==> config.mk <==
export PLATFORM = sky130hd
export DESIGN_NAME = ctic_trap_ctrl
export DESIGN_NICKNAME = d
export VERILOG_FILES = /design/src/hdl/ctic_pkg.sv /design/src/hdl/ctic_trap_ctrl.sv
export SDC_FILE = /design/constraint.sdc
export NUM_CORES = 1
export LEC_CHECK = 0
export BUFFER_PORTS_ARGS = -buffer_cell sky130_fd_sc_hd__buf_2
export CAP_MARGIN = 25
export CORE_MARGIN = 2
export CORE_UTILIZATION = 35
export CTS_CLUSTER_DIAMETER = 120
export DETAILED_ROUTE_END_ITERATION = 16
export PLACE_DENSITY_LB_ADDON = 0.2
export SLEW_MARGIN = 20
export SYNTH_ARGS = -nofsm -noshare
export SYNTH_HDL_FRONTEND = slang
export SYNTH_SLANG_ARGS = --single-unit
==> constraint.sdc <==
create_clock -name i_mclk -period 6.6 [get_ports i_mclk]
set_input_delay 0 -clock i_mclk [delete_from_list [all_inputs] [get_ports i_mclk]]
set_output_delay 0 -clock i_mclk [all_outputs]
set_load 0.02 [all_outputs]
==> src/hdl/ctic_pkg.sv <==
// Overview of operation
// RULE1: enabled interrupt is serviced only once the current instruction completes.
// RULE2: interrupt during a repeating block instruction suspends it after this iteration.
// RULE3: suspended block instruction saves its own address for re-execution.
// RULE4: counter and pointers after each iteration allow a clean reissue.
// RULE5: every trap is entered like a mode 3 vectored interrupt.
// RULE6: only extended, stack warning, single step, halt breakpoint traps are maskable.
// RULE7: eight trap classes are detected.
// RULE8: divide traps on zero divisor or unrepresentable quotient.
// RULE9: extended instruction with ext_arch_enable clear raises the extended trap.
// RULE10: software clears ext_arch_enable without coprocessor_unit or on 8-bit bus.
// RULE11: extended trap pushes operand addresses in reverse order of use.
// RULE12: privileged instruction in user mode traps instead of executing.
// RULE13: system call always traps into system mode.
// RULE14: access violation aborts, pushes address and status, latches fault page.
// RULE15: after access violation registers hold pre-instruction or pre-iteration values.
// RULE16: push reaching the configured 16-byte stack region raises stack warning.
// RULE17: single-step bit set traps after every executed instruction.
// RULE18: halt with breakpoint-on-halt bit set raises that trap.
// RULE19: user space loads are privileged and report success in the flags.
// RULE20: other byte loads and exchanges leave flags and never except.
// RULE21: word loads keep flags except alternate exchange; only push may trap.
// RULE22: single-step trap taken after completion, saving the next address.
//
package ctic_pkg;

  // ****************************************************************
  // trap classes, also the bit index of each trap in vectors
  // ****************************************************************
  localparam int NUM_TRAPS = 8;
  localparam int TR_DIV    = 0;
  localparam int TR_EXT    = 1;
  localparam int TR_PRIV   = 2;
  localparam int TR_SC     = 3;
  localparam int TR_ACCV   = 4;
  localparam int TR_STKW   = 5;
  localparam int TR_SSTEP  = 6;
  localparam int TR_BPH    = 7;

  localparam logic [7:0] MASKABLE_TRAPS = 8'hE2;
  localparam logic [3:0] NO_TRAP        = 4'hF;

  localparam int          ADDR_W      = 16;
  localparam int          STK_REGION_SHIFT = 4;
  localparam logic [1:0]  TRAP_INT_MODE = 2'h3;

  // ****************************************************************
  // instruction classes presented by the decoder
  // ****************************************************************
  typedef enum logic [3:0] {
    IC_PLAIN     = 4'h0,
    IC_DIVIDE    = 4'h1,
    IC_EXTENDED  = 4'h2,
    IC_SYSCALL   = 4'h3,
    IC_HALT      = 4'h4,
    IC_BLOCK     = 4'h5,
    IC_USER_LOAD = 4'h6,
    IC_BYTE_LOAD = 4'h7,
    IC_WORD_LOAD = 4'h8,
    IC_PUSH      = 4'h9,
    IC_EX_AF     = 4'hA
  } ctic_iclass_t;

  typedef enum logic [2:0] {
    ST_IDLE    = 3'h0,
    ST_EXEC    = 3'h1,
    ST_PUSH_A  = 3'h2,
    ST_PUSH_B  = 3'h3,
    ST_PUSH_C  = 3'h4,
    ST_VECTOR  = 3'h5
  } ctic_state_t;

endpackage : ctic_pkg

==> src/hdl/ctic_trap_ctrl.sv <==
`timescale 1ns/100ps
module ctic_trap_ctrl
  import ctic_pkg::*;
#(
  parameter int ADDR_BITS = ctic_pkg::ADDR_W
)(
  input  wire logic                     i_mclk,
  input  wire logic                     i_reset,
  // decode / execute side
  input  wire logic                     i_instr_start,
  input  wire ctic_pkg::ctic_iclass_t   i_instr_class,
  input  wire logic [ADDR_BITS-1:0]     i_instr_addr,
  input  wire logic [ADDR_BITS-1:0]     i_next_addr,
  input  wire logic                     i_privileged,
  input  wire logic                     i_iter_done,
  input  wire logic                     i_block_last,
  input  wire logic                     i_instr_done,
  input  wire logic                     i_div_zero,
  input  wire logic                     i_div_ovf,
  input  wire logic [ADDR_BITS-1:0]     i_ext_src_addr,
  input  wire logic [ADDR_BITS-1:0]     i_ext_dst_addr,
  input  wire logic                     i_push_valid,
  input  wire logic [ADDR_BITS-1:0]     i_sp_after_push,
  input  wire logic                     i_user_xfer_ok,
  // mmu
  input  wire logic                     i_mmu_violation,
  input  wire logic [ADDR_BITS-1:0]     i_mmu_fault_addr,
  // control bits
  input  wire logic                     i_user_mode,
  input  wire logic                     i_ext_arch_enable,
  input  wire logic                     i_single_step,
  input  wire logic                     i_bp_on_halt,
  input  wire logic [ADDR_BITS-1:0]     i_stack_limit,
  input  wire logic [15:0]              i_msr,
  input  wire logic [7:0]               i_trap_mask,
  // interrupt request from peripherals (asynchronous pin)
  input  wire logic                     i_irq,
  input  wire logic                     i_irq_enable,
  // outputs
  output logic                          o_hold_instr,
  output logic                          o_abort,
  output logic                          o_commit,
  output logic                          o_push_valid,
  output logic [ADDR_BITS-1:0]          o_push_data,
  output logic                          o_vector_take,
  output logic [3:0]                    o_vector_cause,
  output logic [1:0]                    o_vector_mode,
  output logic                          o_enter_system,
  output logic [ADDR_BITS-1:0]          o_fault_page,
  output logic                          o_flag_write,
  output logic                          o_flag_ok,
  output logic [7:0]                    o_trap_pending
);
  import ctic_pkg::*;

  // ****************************************************************
  // state
  // ****************************************************************
  typedef struct packed {
    ctic_state_t            st;
    logic                   irq_s1;
    logic                   irq_s2;
    logic [NUM_TRAPS-1:0]   pend;
    logic [3:0]             cause;
    logic                   is_irq;
    logic [ADDR_BITS-1:0]   ret_addr;
    logic [ADDR_BITS-1:0]   op_a;
    logic [ADDR_BITS-1:0]   op_b;
    logic [15:0]            msr_save;
    logic                   ext_push;
    logic [ADDR_BITS-1:0]   fault_page;
    logic                   flag_write;
    logic                   flag_ok;
    ctic_iclass_t           cls;
    logic [ADDR_BITS-1:0]   cur_addr;
    logic [ADDR_BITS-1:0]   nxt_addr;
  } ctic_st_t;

  ctic_st_t s_reg;
  ctic_st_t s_next;

  logic [NUM_TRAPS-1:0] raise;
  logic [NUM_TRAPS-1:0] eligible;
  logic [3:0]           sel;
  logic                 stk_hit;
  logic                 irq_live;
  logic                 at_boundary;
  logic                 block_break;

  // ****************************************************************
  // trap detection
  // ****************************************************************
  always_comb
  begin
    raise   = '0;
    stk_hit = (i_sp_after_push[ADDR_BITS-1:STK_REGION_SHIFT] ==
               i_stack_limit[ADDR_BITS-1:STK_REGION_SHIFT]);
    if (s_reg.st == ST_EXEC)
    begin
      raise[TR_DIV]  = (s_reg.cls == IC_DIVIDE) &&
                       (i_div_zero || i_div_ovf);                 // [RULE8]
      raise[TR_ACCV] = i_mmu_violation;                           // [RULE14]
      // push is the only word load able to trap; others never do
      raise[TR_STKW] = i_push_valid && stk_hit;            // [RULE16] [RULE21]
      raise[TR_SSTEP] = i_single_step && i_instr_done;     // [RULE17] [RULE22]
    end
    if (i_instr_start && s_reg.st == ST_IDLE)
    begin
      raise[TR_EXT]  = (i_instr_class == IC_EXTENDED) &&
                       !i_ext_arch_enable;                        // [RULE9]
      raise[TR_PRIV] = i_user_mode && (i_privileged ||
                       i_instr_class == IC_USER_LOAD);      // [RULE12] [RULE19]
      raise[TR_SC]   = (i_instr_class == IC_SYSCALL);             // [RULE13]
      raise[TR_BPH]  = (i_instr_class == IC_HALT) && i_bp_on_halt; // [RULE18]
    end
  end

  // non-maskable classes ignore the mask  [RULE6] [RULE7]
  assign eligible = (s_reg.pend | raise) &
                    (~MASKABLE_TRAPS | i_trap_mask);

  always_comb
  begin
    sel = NO_TRAP;
    for (int k = NUM_TRAPS - 1; k >= 0; k--)
    begin
      if (eligible[k])
      begin
        sel = 4'(k);
      end
    end
  end

  assign irq_live    = s_reg.irq_s2 && i_irq_enable;
  assign at_boundary = (s_reg.st == ST_EXEC) && i_instr_done;
  assign block_break = (s_reg.st == ST_EXEC) && (s_reg.cls == IC_BLOCK) &&
                       i_iter_done && !i_block_last;

  // ****************************************************************
  // sequencer
  // ****************************************************************
  always_comb
  begin
    s_next            = s_reg;
    s_next.irq_s1     = i_irq;
    s_next.irq_s2     = s_reg.irq_s1;
    s_next.flag_write = 1'b0;
    s_next.pend       = s_reg.pend | raise;
    unique case (s_reg.st)
      ST_IDLE:
      begin
        if (i_instr_start)
        begin
          s_next.cls      = i_instr_class;
          s_next.cur_addr = i_instr_addr;
          s_next.nxt_addr = i_next_addr;
          s_next.op_a     = i_ext_src_addr;
          s_next.op_b     = i_ext_dst_addr;
          s_next.st       = ST_EXEC;
          // a masked decode trap lets the instruction run instead
          if (|(raise & eligible))
          begin
            // instruction is not performed; the trap saves its address, or the next address for a system call
            s_next.cause    = sel;
            s_next.is_irq   = 1'b0;
            s_next.ret_addr = (sel == TR_SC) ? i_next_addr : i_instr_addr;
            s_next.ext_push = (sel == TR_EXT);
            s_next.msr_save = i_msr;
            s_next.pend[sel[2:0]] = 1'b0;
            s_next.st       = ST_PUSH_A;
          end
        end
      end
      ST_EXEC:
      begin
        if (eligible[TR_ACCV])
        begin
          // abort, registers untouched: resume at the instruction
          s_next.fault_page = i_mmu_fault_addr;                   // [RULE14]
          s_next.ret_addr   = s_reg.cur_addr;                     // [RULE15]
          s_next.cause      = 4'(TR_ACCV);
          s_next.is_irq     = 1'b0;
          s_next.ext_push   = 1'b0;
          s_next.msr_save   = i_msr;
          s_next.pend[TR_ACCV] = 1'b0;
          s_next.st         = ST_PUSH_A;
        end
        else if (block_break && irq_live)
        begin
          s_next.ret_addr = s_reg.cur_addr; // [RULE2] [RULE3] [RULE4]
          s_next.is_irq   = 1'b1;
          s_next.ext_push = 1'b0;
          s_next.msr_save = i_msr;
          s_next.st       = ST_PUSH_A;
        end
        else if (at_boundary)
        begin
          if (s_reg.cls == IC_USER_LOAD)
          begin
            s_next.flag_write = 1'b1;                             // [RULE19]
            s_next.flag_ok    = i_user_xfer_ok;
          end
          s_next.ret_addr = s_reg.nxt_addr;                       // [RULE22]
          s_next.msr_save = i_msr;
          s_next.ext_push = 1'b0;
          if (sel != NO_TRAP)
          begin
            s_next.cause    = sel;
            s_next.is_irq   = 1'b0;
            s_next.pend[sel[2:0]] = 1'b0;
            s_next.st       = ST_PUSH_A;
          end
          else if (irq_live)
          begin
            s_next.is_irq = 1'b1;                                 // [RULE1]
            s_next.st     = ST_PUSH_A;
          end
          else
          begin
            s_next.st = ST_IDLE;
          end
        end
      end
      ST_PUSH_A:
      begin
        s_next.st = s_reg.ext_push ? ST_PUSH_B : ST_PUSH_C;
      end
      ST_PUSH_B:
      begin
        s_next.st = ST_PUSH_C;
      end
      ST_PUSH_C:
      begin
        s_next.st = ST_VECTOR;
      end
      ST_VECTOR:
      begin
        s_next.st = ST_IDLE;
      end
      default:
      begin
        s_next.st = ST_IDLE;
      end
    endcase
  end

  always_ff @(posedge i_mclk or posedge i_reset)
  begin
    if (i_reset)
    begin
      s_reg <= '0;
    end
    else
    begin
      s_reg <= s_next;
    end
  end

  // ****************************************************************
  // outputs
  // ****************************************************************
  // stack image: msr then return address; for the extended trap msr, then the
  // destination then source address instead, so a handler pops them in use order
  always_comb
  begin
    o_push_valid = 1'b1;
    o_push_data  = '0;
    unique case (s_reg.st)
      ST_PUSH_A: o_push_data = s_reg.msr_save[ADDR_BITS-1:0];
      ST_PUSH_B: o_push_data = s_reg.op_b;                        // [RULE11]
      ST_PUSH_C: o_push_data = s_reg.ext_push ? s_reg.op_a : s_reg.ret_addr;
      default:   o_push_valid = 1'b0;
    endcase
  end

  assign o_hold_instr   = (s_reg.st != ST_IDLE) && (s_reg.st != ST_EXEC);
  assign o_abort        = (s_reg.st == ST_EXEC) && eligible[TR_ACCV];
  // other byte and word loads simply commit; flags are never touched
  assign o_commit       = at_boundary && !eligible[TR_ACCV]; // [RULE20] [RULE21]
  assign o_vector_take  = (s_reg.st == ST_VECTOR);
  assign o_vector_cause = s_reg.is_irq ? NO_TRAP : s_reg.cause;
  assign o_vector_mode  = TRAP_INT_MODE;                          // [RULE5]
  assign o_enter_system = (s_reg.st == ST_VECTOR) && !s_reg.is_irq;
  assign o_fault_page   = s_reg.fault_page;
  assign o_flag_write   = s_reg.flag_write;
  assign o_flag_ok      = s_reg.flag_ok;
  assign o_trap_pending = s_reg.pend;

endmodule // ctic_trap_ctrl

# [Word-level counts from Yosys, hierarchy flattened]
# Cells that the tools add are included.
[classes] magnitude_cmp=2 n_eq_ne=24 mux=51 n_bitwise=7 reduce_logical=36
[op_table] cell="$mux W17" count=5
[op_table] cell="$mux W78" count=1
[op_table] cell="$mux W29" count=2
[op_table] cell="$pmux W29 S2" count=1
[op_table] cell="$pmux W16 S3" count=1
[op_table] cell="$mux W4" count=10
[op_table] cell="$pmux W17 S2" count=1
[op_table] cell="$mux W16" count=2
[op_table] cell="$mux W3" count=9
[op_table] cell="$and A8 B8 Y8" count=3
[op_table] cell="$mux W12" count=2
[op_table] cell="$mux W21" count=1
[op_table] cell="$logic_and A1 B1 Y1" count=18
[op_table] cell="$eq A4 B3 Y1 const B" count=4
[op_table] cell="$pmux W3 S5" count=1
[op_table] cell="$mux W2" count=7
[op_table] cell="$eq A12 B12 Y1" count=1
[op_table] cell="$eq A4 B2 Y1 const B" count=3
[op_table] cell="$reduce_and A5 Y1" count=2
[op_table] cell="$ne A3 B3 Y1 const B" count=3
[op_table] cell="$eq A4 B1 Y1 const B" count=2
[op_table] cell="$ne A4 B4 Y1 const B" count=2
[op_table] cell="$not A8 Y8" count=1
[op_table] cell="$or A8 B8 Y8" count=1
[op_table] cell="other kinds (22)" count=37
[word_totals] register_bits=137 input_bits=158 output_inout_bits=54 word_cells=137

# [Depth between registers and ports, before layout]
[logic_depth] ltp_word=25 mapped_depth=10 ltp_nobuf=7

# [Worst setup path after synthesis]
# OpenSTA, ideal clock, no wires.
[synth_path] kind="reg-to-reg" start="reg s_reg[136] (netlist bit)" end="reg s_reg[122] (netlist bit)" setup_ps=126 arrival_time_ps=2399 required_time_ps=6474 setup_slack_ps=4075 path_stages_with_launch=10 n_path_buf=2 period_less_slack_ps=2525 cell_sequence="dfrtp_1 > buf_6 > or4b_4 > buf_6 > o41a_1 > o2111ai_2 > nor2_2 > a32oi_2 > nand3b_2 > a221o_1"
[synth_via] elab_chain_cells=16 word_cells_on_any_way=39 cone_classes="eq/ne (7); mux (19); bitwise (3); reduce/logical (10)"
[synth_lines] element="from (decl)" line="ctic_trap_ctrl.sv:79" rtl="ctic_st_t s_reg;"
[synth_lines] element="from (signal assigned)" line="ctic_trap_ctrl.sv:255" rtl="s_reg <= s_next;"
[synth_lines] element="$logic_not A3 Y1 / $eq A3 B1 Y1 (equally long branches)"
[synth_lines] element="$logic_and A1 B1 Y1 / $mux W3 (equally long branches)" line="ctic_trap_ctrl.sv:107, ctic_trap_ctrl.sv:98"
[synth_lines] element="$mux W1 / $or A8 B8 Y8 (equally long branches)" line="ctic_trap_ctrl.sv:107, ctic_trap_ctrl.sv:119"
[synth_lines] element="$or A8 B8 Y8 / $and A8 B8 Y8 (equally long branches)" line="ctic_trap_ctrl.sv:119" rtl="assign eligible = (s_reg.pend | raise) &"
[synth_lines] element="$and A8 B8 Y8 / $mux W4 (equally long branches)" line="ctic_trap_ctrl.sv:119, ctic_trap_ctrl.sv:127"
[synth_lines] element="$mux W4 (6 in series)" line="ctic_trap_ctrl.sv:127" rtl="if (eligible[k])"
[synth_lines] element="$mux W4 / $mux W12 (equally long branches)" line="ctic_trap_ctrl.sv:127, ctic_trap_ctrl.sv:206"
[synth_lines] element="$mux W4 / $mux W29 (equally long branches)" line="ctic_trap_ctrl.sv:127, ctic_trap_ctrl.sv:196"
[synth_lines] element="$ne A4 B4 Y1 / $mux W12 (equally long branches)" line="ctic_trap_ctrl.sv:206, ctic_trap_ctrl.sv:188"
[synth_lines] element="$ne A3 B3 Y1 (no line) / $mux W21 (equally long branches)"
[synth_lines] element="$reduce_and A6 Y1 (no line) / $pmux W29 S2 (equally long branches)"
# Parallel ways exist; a longest one is shown, timed or not. The select of a mux whose other input is x is not followed.
# A chain may end at the register's enable or synchronous reset.

# [Worst setup path in the final report]
[layout_path] start="reg s_reg[134] (netlist bit)" end="reg s_reg[119] (netlist bit)"
[layout_via] elab_chain_cells=19 word_cells_on_any_way=36 cone_classes="eq/ne (6); mux (17); bitwise (3); reduce/logical (10)"
[layout_lines] element="$logic_not A3 Y1" line="ctic_trap_ctrl.sv:107, ctic_trap_ctrl.sv:149"
[layout_lines] element="$logic_and A1 B1 Y1" line="ctic_trap_ctrl.sv:107" rtl="if (i_instr_start && s_reg.st == ST_IDLE)"
[layout_lines] element="$mux W1" line="ctic_trap_ctrl.sv:107"
[layout_lines] element="$or A8 B8 Y8" line="ctic_trap_ctrl.sv:119"
[layout_lines] element="$and A8 B8 Y8" line="ctic_trap_ctrl.sv:119"
[layout_lines] element="$mux W4 (8 in series)" line="ctic_trap_ctrl.sv:127"
[layout_lines] element="$ne A4 B4 Y1" line="ctic_trap_ctrl.sv:206" rtl="if (sel != NO_TRAP)"
[layout_lines] element="$mux W1" line="ctic_trap_ctrl.sv:206"
[layout_lines] element="$mux W29" line="ctic_trap_ctrl.sv:196" rtl="else if (at_boundary)"
[layout_lines] element="$mux W17" line="ctic_trap_ctrl.sv:188" rtl="else if (block_break && irq_live)"
[layout_lines] element="$mux W21" line="ctic_trap_ctrl.sv:176" rtl="if (eligible[TR_ACCV])"
[layout_lines] element="$pmux W29 S2" line="ctic_trap_ctrl.sv:149" rtl="unique case (s_reg.st)"
# Parallel ways exist; a longest one is shown, timed or not. The select of a mux whose other input is x is not followed.

==> impl_metrics.csv <==
group,metric,value,unit
power,vdd_ir_drop_max,0.205,mV
logic_synthesis,ys_seq_elements,137,
clocking,numCtsBuffers,17,
logic_synthesis,seq_area_frac_synth,0.504,
timing,min_period,4.13,ns
critical_path,critPathBufInv,2,
logic_synthesis,synth_top_flop_cell,"dfrtp_1",
clocking,clk_pin_slew_worst_paths,0.05,ns
critical_path,cp_top_family,"compound AO/OA/AOI/OAI gates",
drt,drt_iter0_markers,235,
job,cap_violations,0,
critical_path,slowest_stage,"or4b_4",
global_routing,grt_max_degree,80,
logic_synthesis,syn_inst,761,
placed_design,gp_congestion,0.828,
critical_path,crit_chain,"buf_4 > or4b_4 > nor2_1 > a2bb2oi_1 > a21o_1 > a21boi_4 > buf_4 > nand3b_2 > a21boi_1",
clocking,tritoncts,"yes",
logic_synthesis,syn_area,6810,um2
critical_path,r2r-start,"s_reg[134]",
timing,setup_ws,2.47,ns
power,power_density,410,nW/um2
critical_path,required,6.94,ns
critical_path,worstReg2RegEnd,"s_reg[119]",
power,p_leak,4.75,nW
placed_design,dp_cells,1163,
die,core-area,19300,um2
clocking,ctsResizeCount,0,
cells_and_area,final_layout_size_suffix_gt1_frac,0.245,
critical_path,crit_fanout,74,
outcome,outcome,"finished, final reports clean",
logic_synthesis,ys_types,60,
clocking,clockRootBuffer,"clkbuf_16",
timing,setup_tns,0,ns
placed_design,pre_cts_slack,2.37,ns
cells_and_area,layout_common_cells,"nand2_1, buf_2, dfrtp_1",
timing,min_period_over_period,0.626,
timing,final.setup_skew,0.0103,ns
cells_and_area,n_antenna_cell,0,
drt,drc,0,
die,ios,212,
drt,drtPass1Iterations,4,
critical_path,crit_type,"flop to flop",
drt,wl_per_cell,15.7,um
timing,setup_violations,0,
critical_path,path_depth,9,
clocking,clock_latency,0.43,ns
critical_path,cp-start-kind,"flop",
drt,postRouteAntennaNets,0,
placed_design,dp_hpwl,13100,um
drt,vias,6187,
critical_path,worstPathArrival,4.48,ns
timing,fmax,242,MHz
die,start_util,0.353,
die,die_w,143,um
global_routing,grt_pass1_wl,31800,um
timing,worstMarginPinSlew,1.03,ns
die,die_y,143,um
drt,routed_via_density,4.74,
cells_and_area,largest_reg_flops,110,
global_routing,grt_util_all_layers,0.202,
cells_and_area,fin_util,0.493,
placed_design,port_buffers,197,
global_routing,first_global_vias,6241,
logic_synthesis,synth_edf_count,0,
die,rows,51,
worst_hold_path,hold_class,"input pin to flop",
cells_and_area,final_cells,1304,
die,die-area,20600,um2
timing,drv_slew,0,
critical_path,crit_path_start,"s_reg[134]",
critical_path,critPathCapture,"s_reg[119]",
clocking,clockBufferDepth,2,
critical_path,cp_slowest_stage_delay,0.79,ns
critical_path,cp_common_cell,"buf_4",
cells_and_area,final_nets,1184,
critical_path,r2r_setup_slack,2.47,ns
cells_and_area,mostFrequentLayoutCell,"nand2_1",
logic_synthesis,synthArstFlopShare,1.00,
cells_and_area,area_growth,39.6,%
logic_synthesis,syn_area_per_cell,8.95,um2
critical_path,r2r.worst_path.cells,9,
drt,drt_wl_total,20400,um
timing,relSlewSlack,0.313,
global_routing,grt_overflow,0,
clocking,clock_sinks,137,
clocking,h-tree-depth,4,
global_routing,antenna_found_initial,0,
logic_synthesis,yosysWarningCount,0,
timing,rsz0062_at_grt,"false",
timing,hold_violations,0,
critical_path,end_kind,"flop",
==> power by group <==
group	leakage (nW)	internal, W	switching (W)	total [W]
Clock	0.281	0.000566	0.000366	0.000931
Combinational	2.74	0.000588	0.000933	0.00152
Sequential	1.72	0.00121	0.000229	0.00144
==> area by class of cell <==
type | instances | area (um2)
well taps | 265 | 332
clock inverters | 11 | 123
repair buffers | 313 | 2130
fillers | 1913 | 9770
multi-input cells | 547 | 3000
flip-flops and latches | 137 | 3430
inverters | 10 | 42.5
clock buffers | 21 | 450
==> per-layer routing <==
metal	share of wire	vias to the layer above	track usage
li1	-	3064	-
met5	0	-	0
met2	0.48	181	0.352
met1	0.46	2924	0.255
met3	0.047	18	0.0413
met4	0.011	0	0.0578
==> tightest hold or removal path, stage by stage <==
cell	delay (ns)
buf_2	0.09
xnor2_1	0.07
nand2_1	0.06
nor4_1	0.06
nor2_1	0.09
a41oi_1	0.06
==> what timing repair did <==
| action | CTS | global route |
|---|---|---|
| hold buffers | 109 | 0 |
| hold endpoints to repair | 202 | 0 |
| setup endpoints to repair | 0 | 0 |
| buffers inserted | 0 | 0 |
==> synthesized netlist by cell type, types with 2 or more instances <==
library cell / instances / area share
a21boi_1: 2 / 0.0022
nand2b_1: 6 / 0.0055
a41oi_1: 3 / 0.0039
xnor2_1: 12 / 0.015
a211oi_1: 2 / 0.0022
o41a_1: 2 / 0.0033
o211ai_1: 16 / 0.018
a21o_1: 2 / 0.0022
inv_1: 9 / 0.0050
and3_1: 4 / 0.0037
o21ai_0: 19 / 0.014
nor3b_1: 2 / 0.0022
nor4b_1: 3 / 0.0039
nand3_1: 3 / 0.0022
nand4_1: 5 / 0.0046
nor2_1: 10 / 0.0055
buf_1: 2 / 0.0011
or2_2: 7 / 0.0064
dfrtp_1: 137 / 0.50
a32o_1: 2 / 0.0029
buf_2: 6 / 0.0044
nor4bb_1: 3 / 0.0044
mux2i_1: 49 / 0.072
buf_6: 2 / 0.0033
and2_1: 5 / 0.0046
nor4_1: 2 / 0.0018
a21oi_1: 8 / 0.0059
clkbuf_1: 32 / 0.018
a22oi_1: 18 / 0.020
buf_4: 26 / 0.029
nand2_1: 315 / 0.17
a31oi_1: 3 / 0.0028
o22ai_1: 17 / 0.016
==> how the worst min path moves through the flow <==
stage | startpoint | end | slack [ns] | cells past startpoint
4_1_cts | i_sp_after_push[8] | o_trap_pending[5] | 0.04 | 6
3_5_place_dp | i_irq | s_next[132] | 0.12 | 1
2_1_floorplan | i_irq | s_next[132] | 0.03 | 0
6_report | i_sp_after_push[8] | o_trap_pending[5] | 0.05 | 6
3_3_place_gp | i_irq | s_next[132] | 0.11 | 1
5_1_grt | i_irq_enable | s_reg[135] | 0.09 | 4
==> logic make-up (layout without fill, tap and decap cells) <==
family,after synthesis,count (layout),synth area share
and+or+nand+nor,374,374,0.232
xor gates and xnor gates,12,12,0.0154
AOI/OAI and AO/OA,109,109,0.114
other,1,2,0.000551
DFF,137,137,0.504
muxes,50,50,0.0737
buffers and inverters,78,355,0.0607
==> metrics by stage <==
step	total power [W]	instance area, um2	hold WS, ns
floorplan	0.00255	6810	0.0314
global placement	0.00292	7840	0.113
detailed placement	0.00294	7840	0.115
CTS	0.00394	9510	0.0422
global route	0.00419	9510	0.0865
finish	0.00390	9510	0.0542
Power figures use the tool's default switching activity.
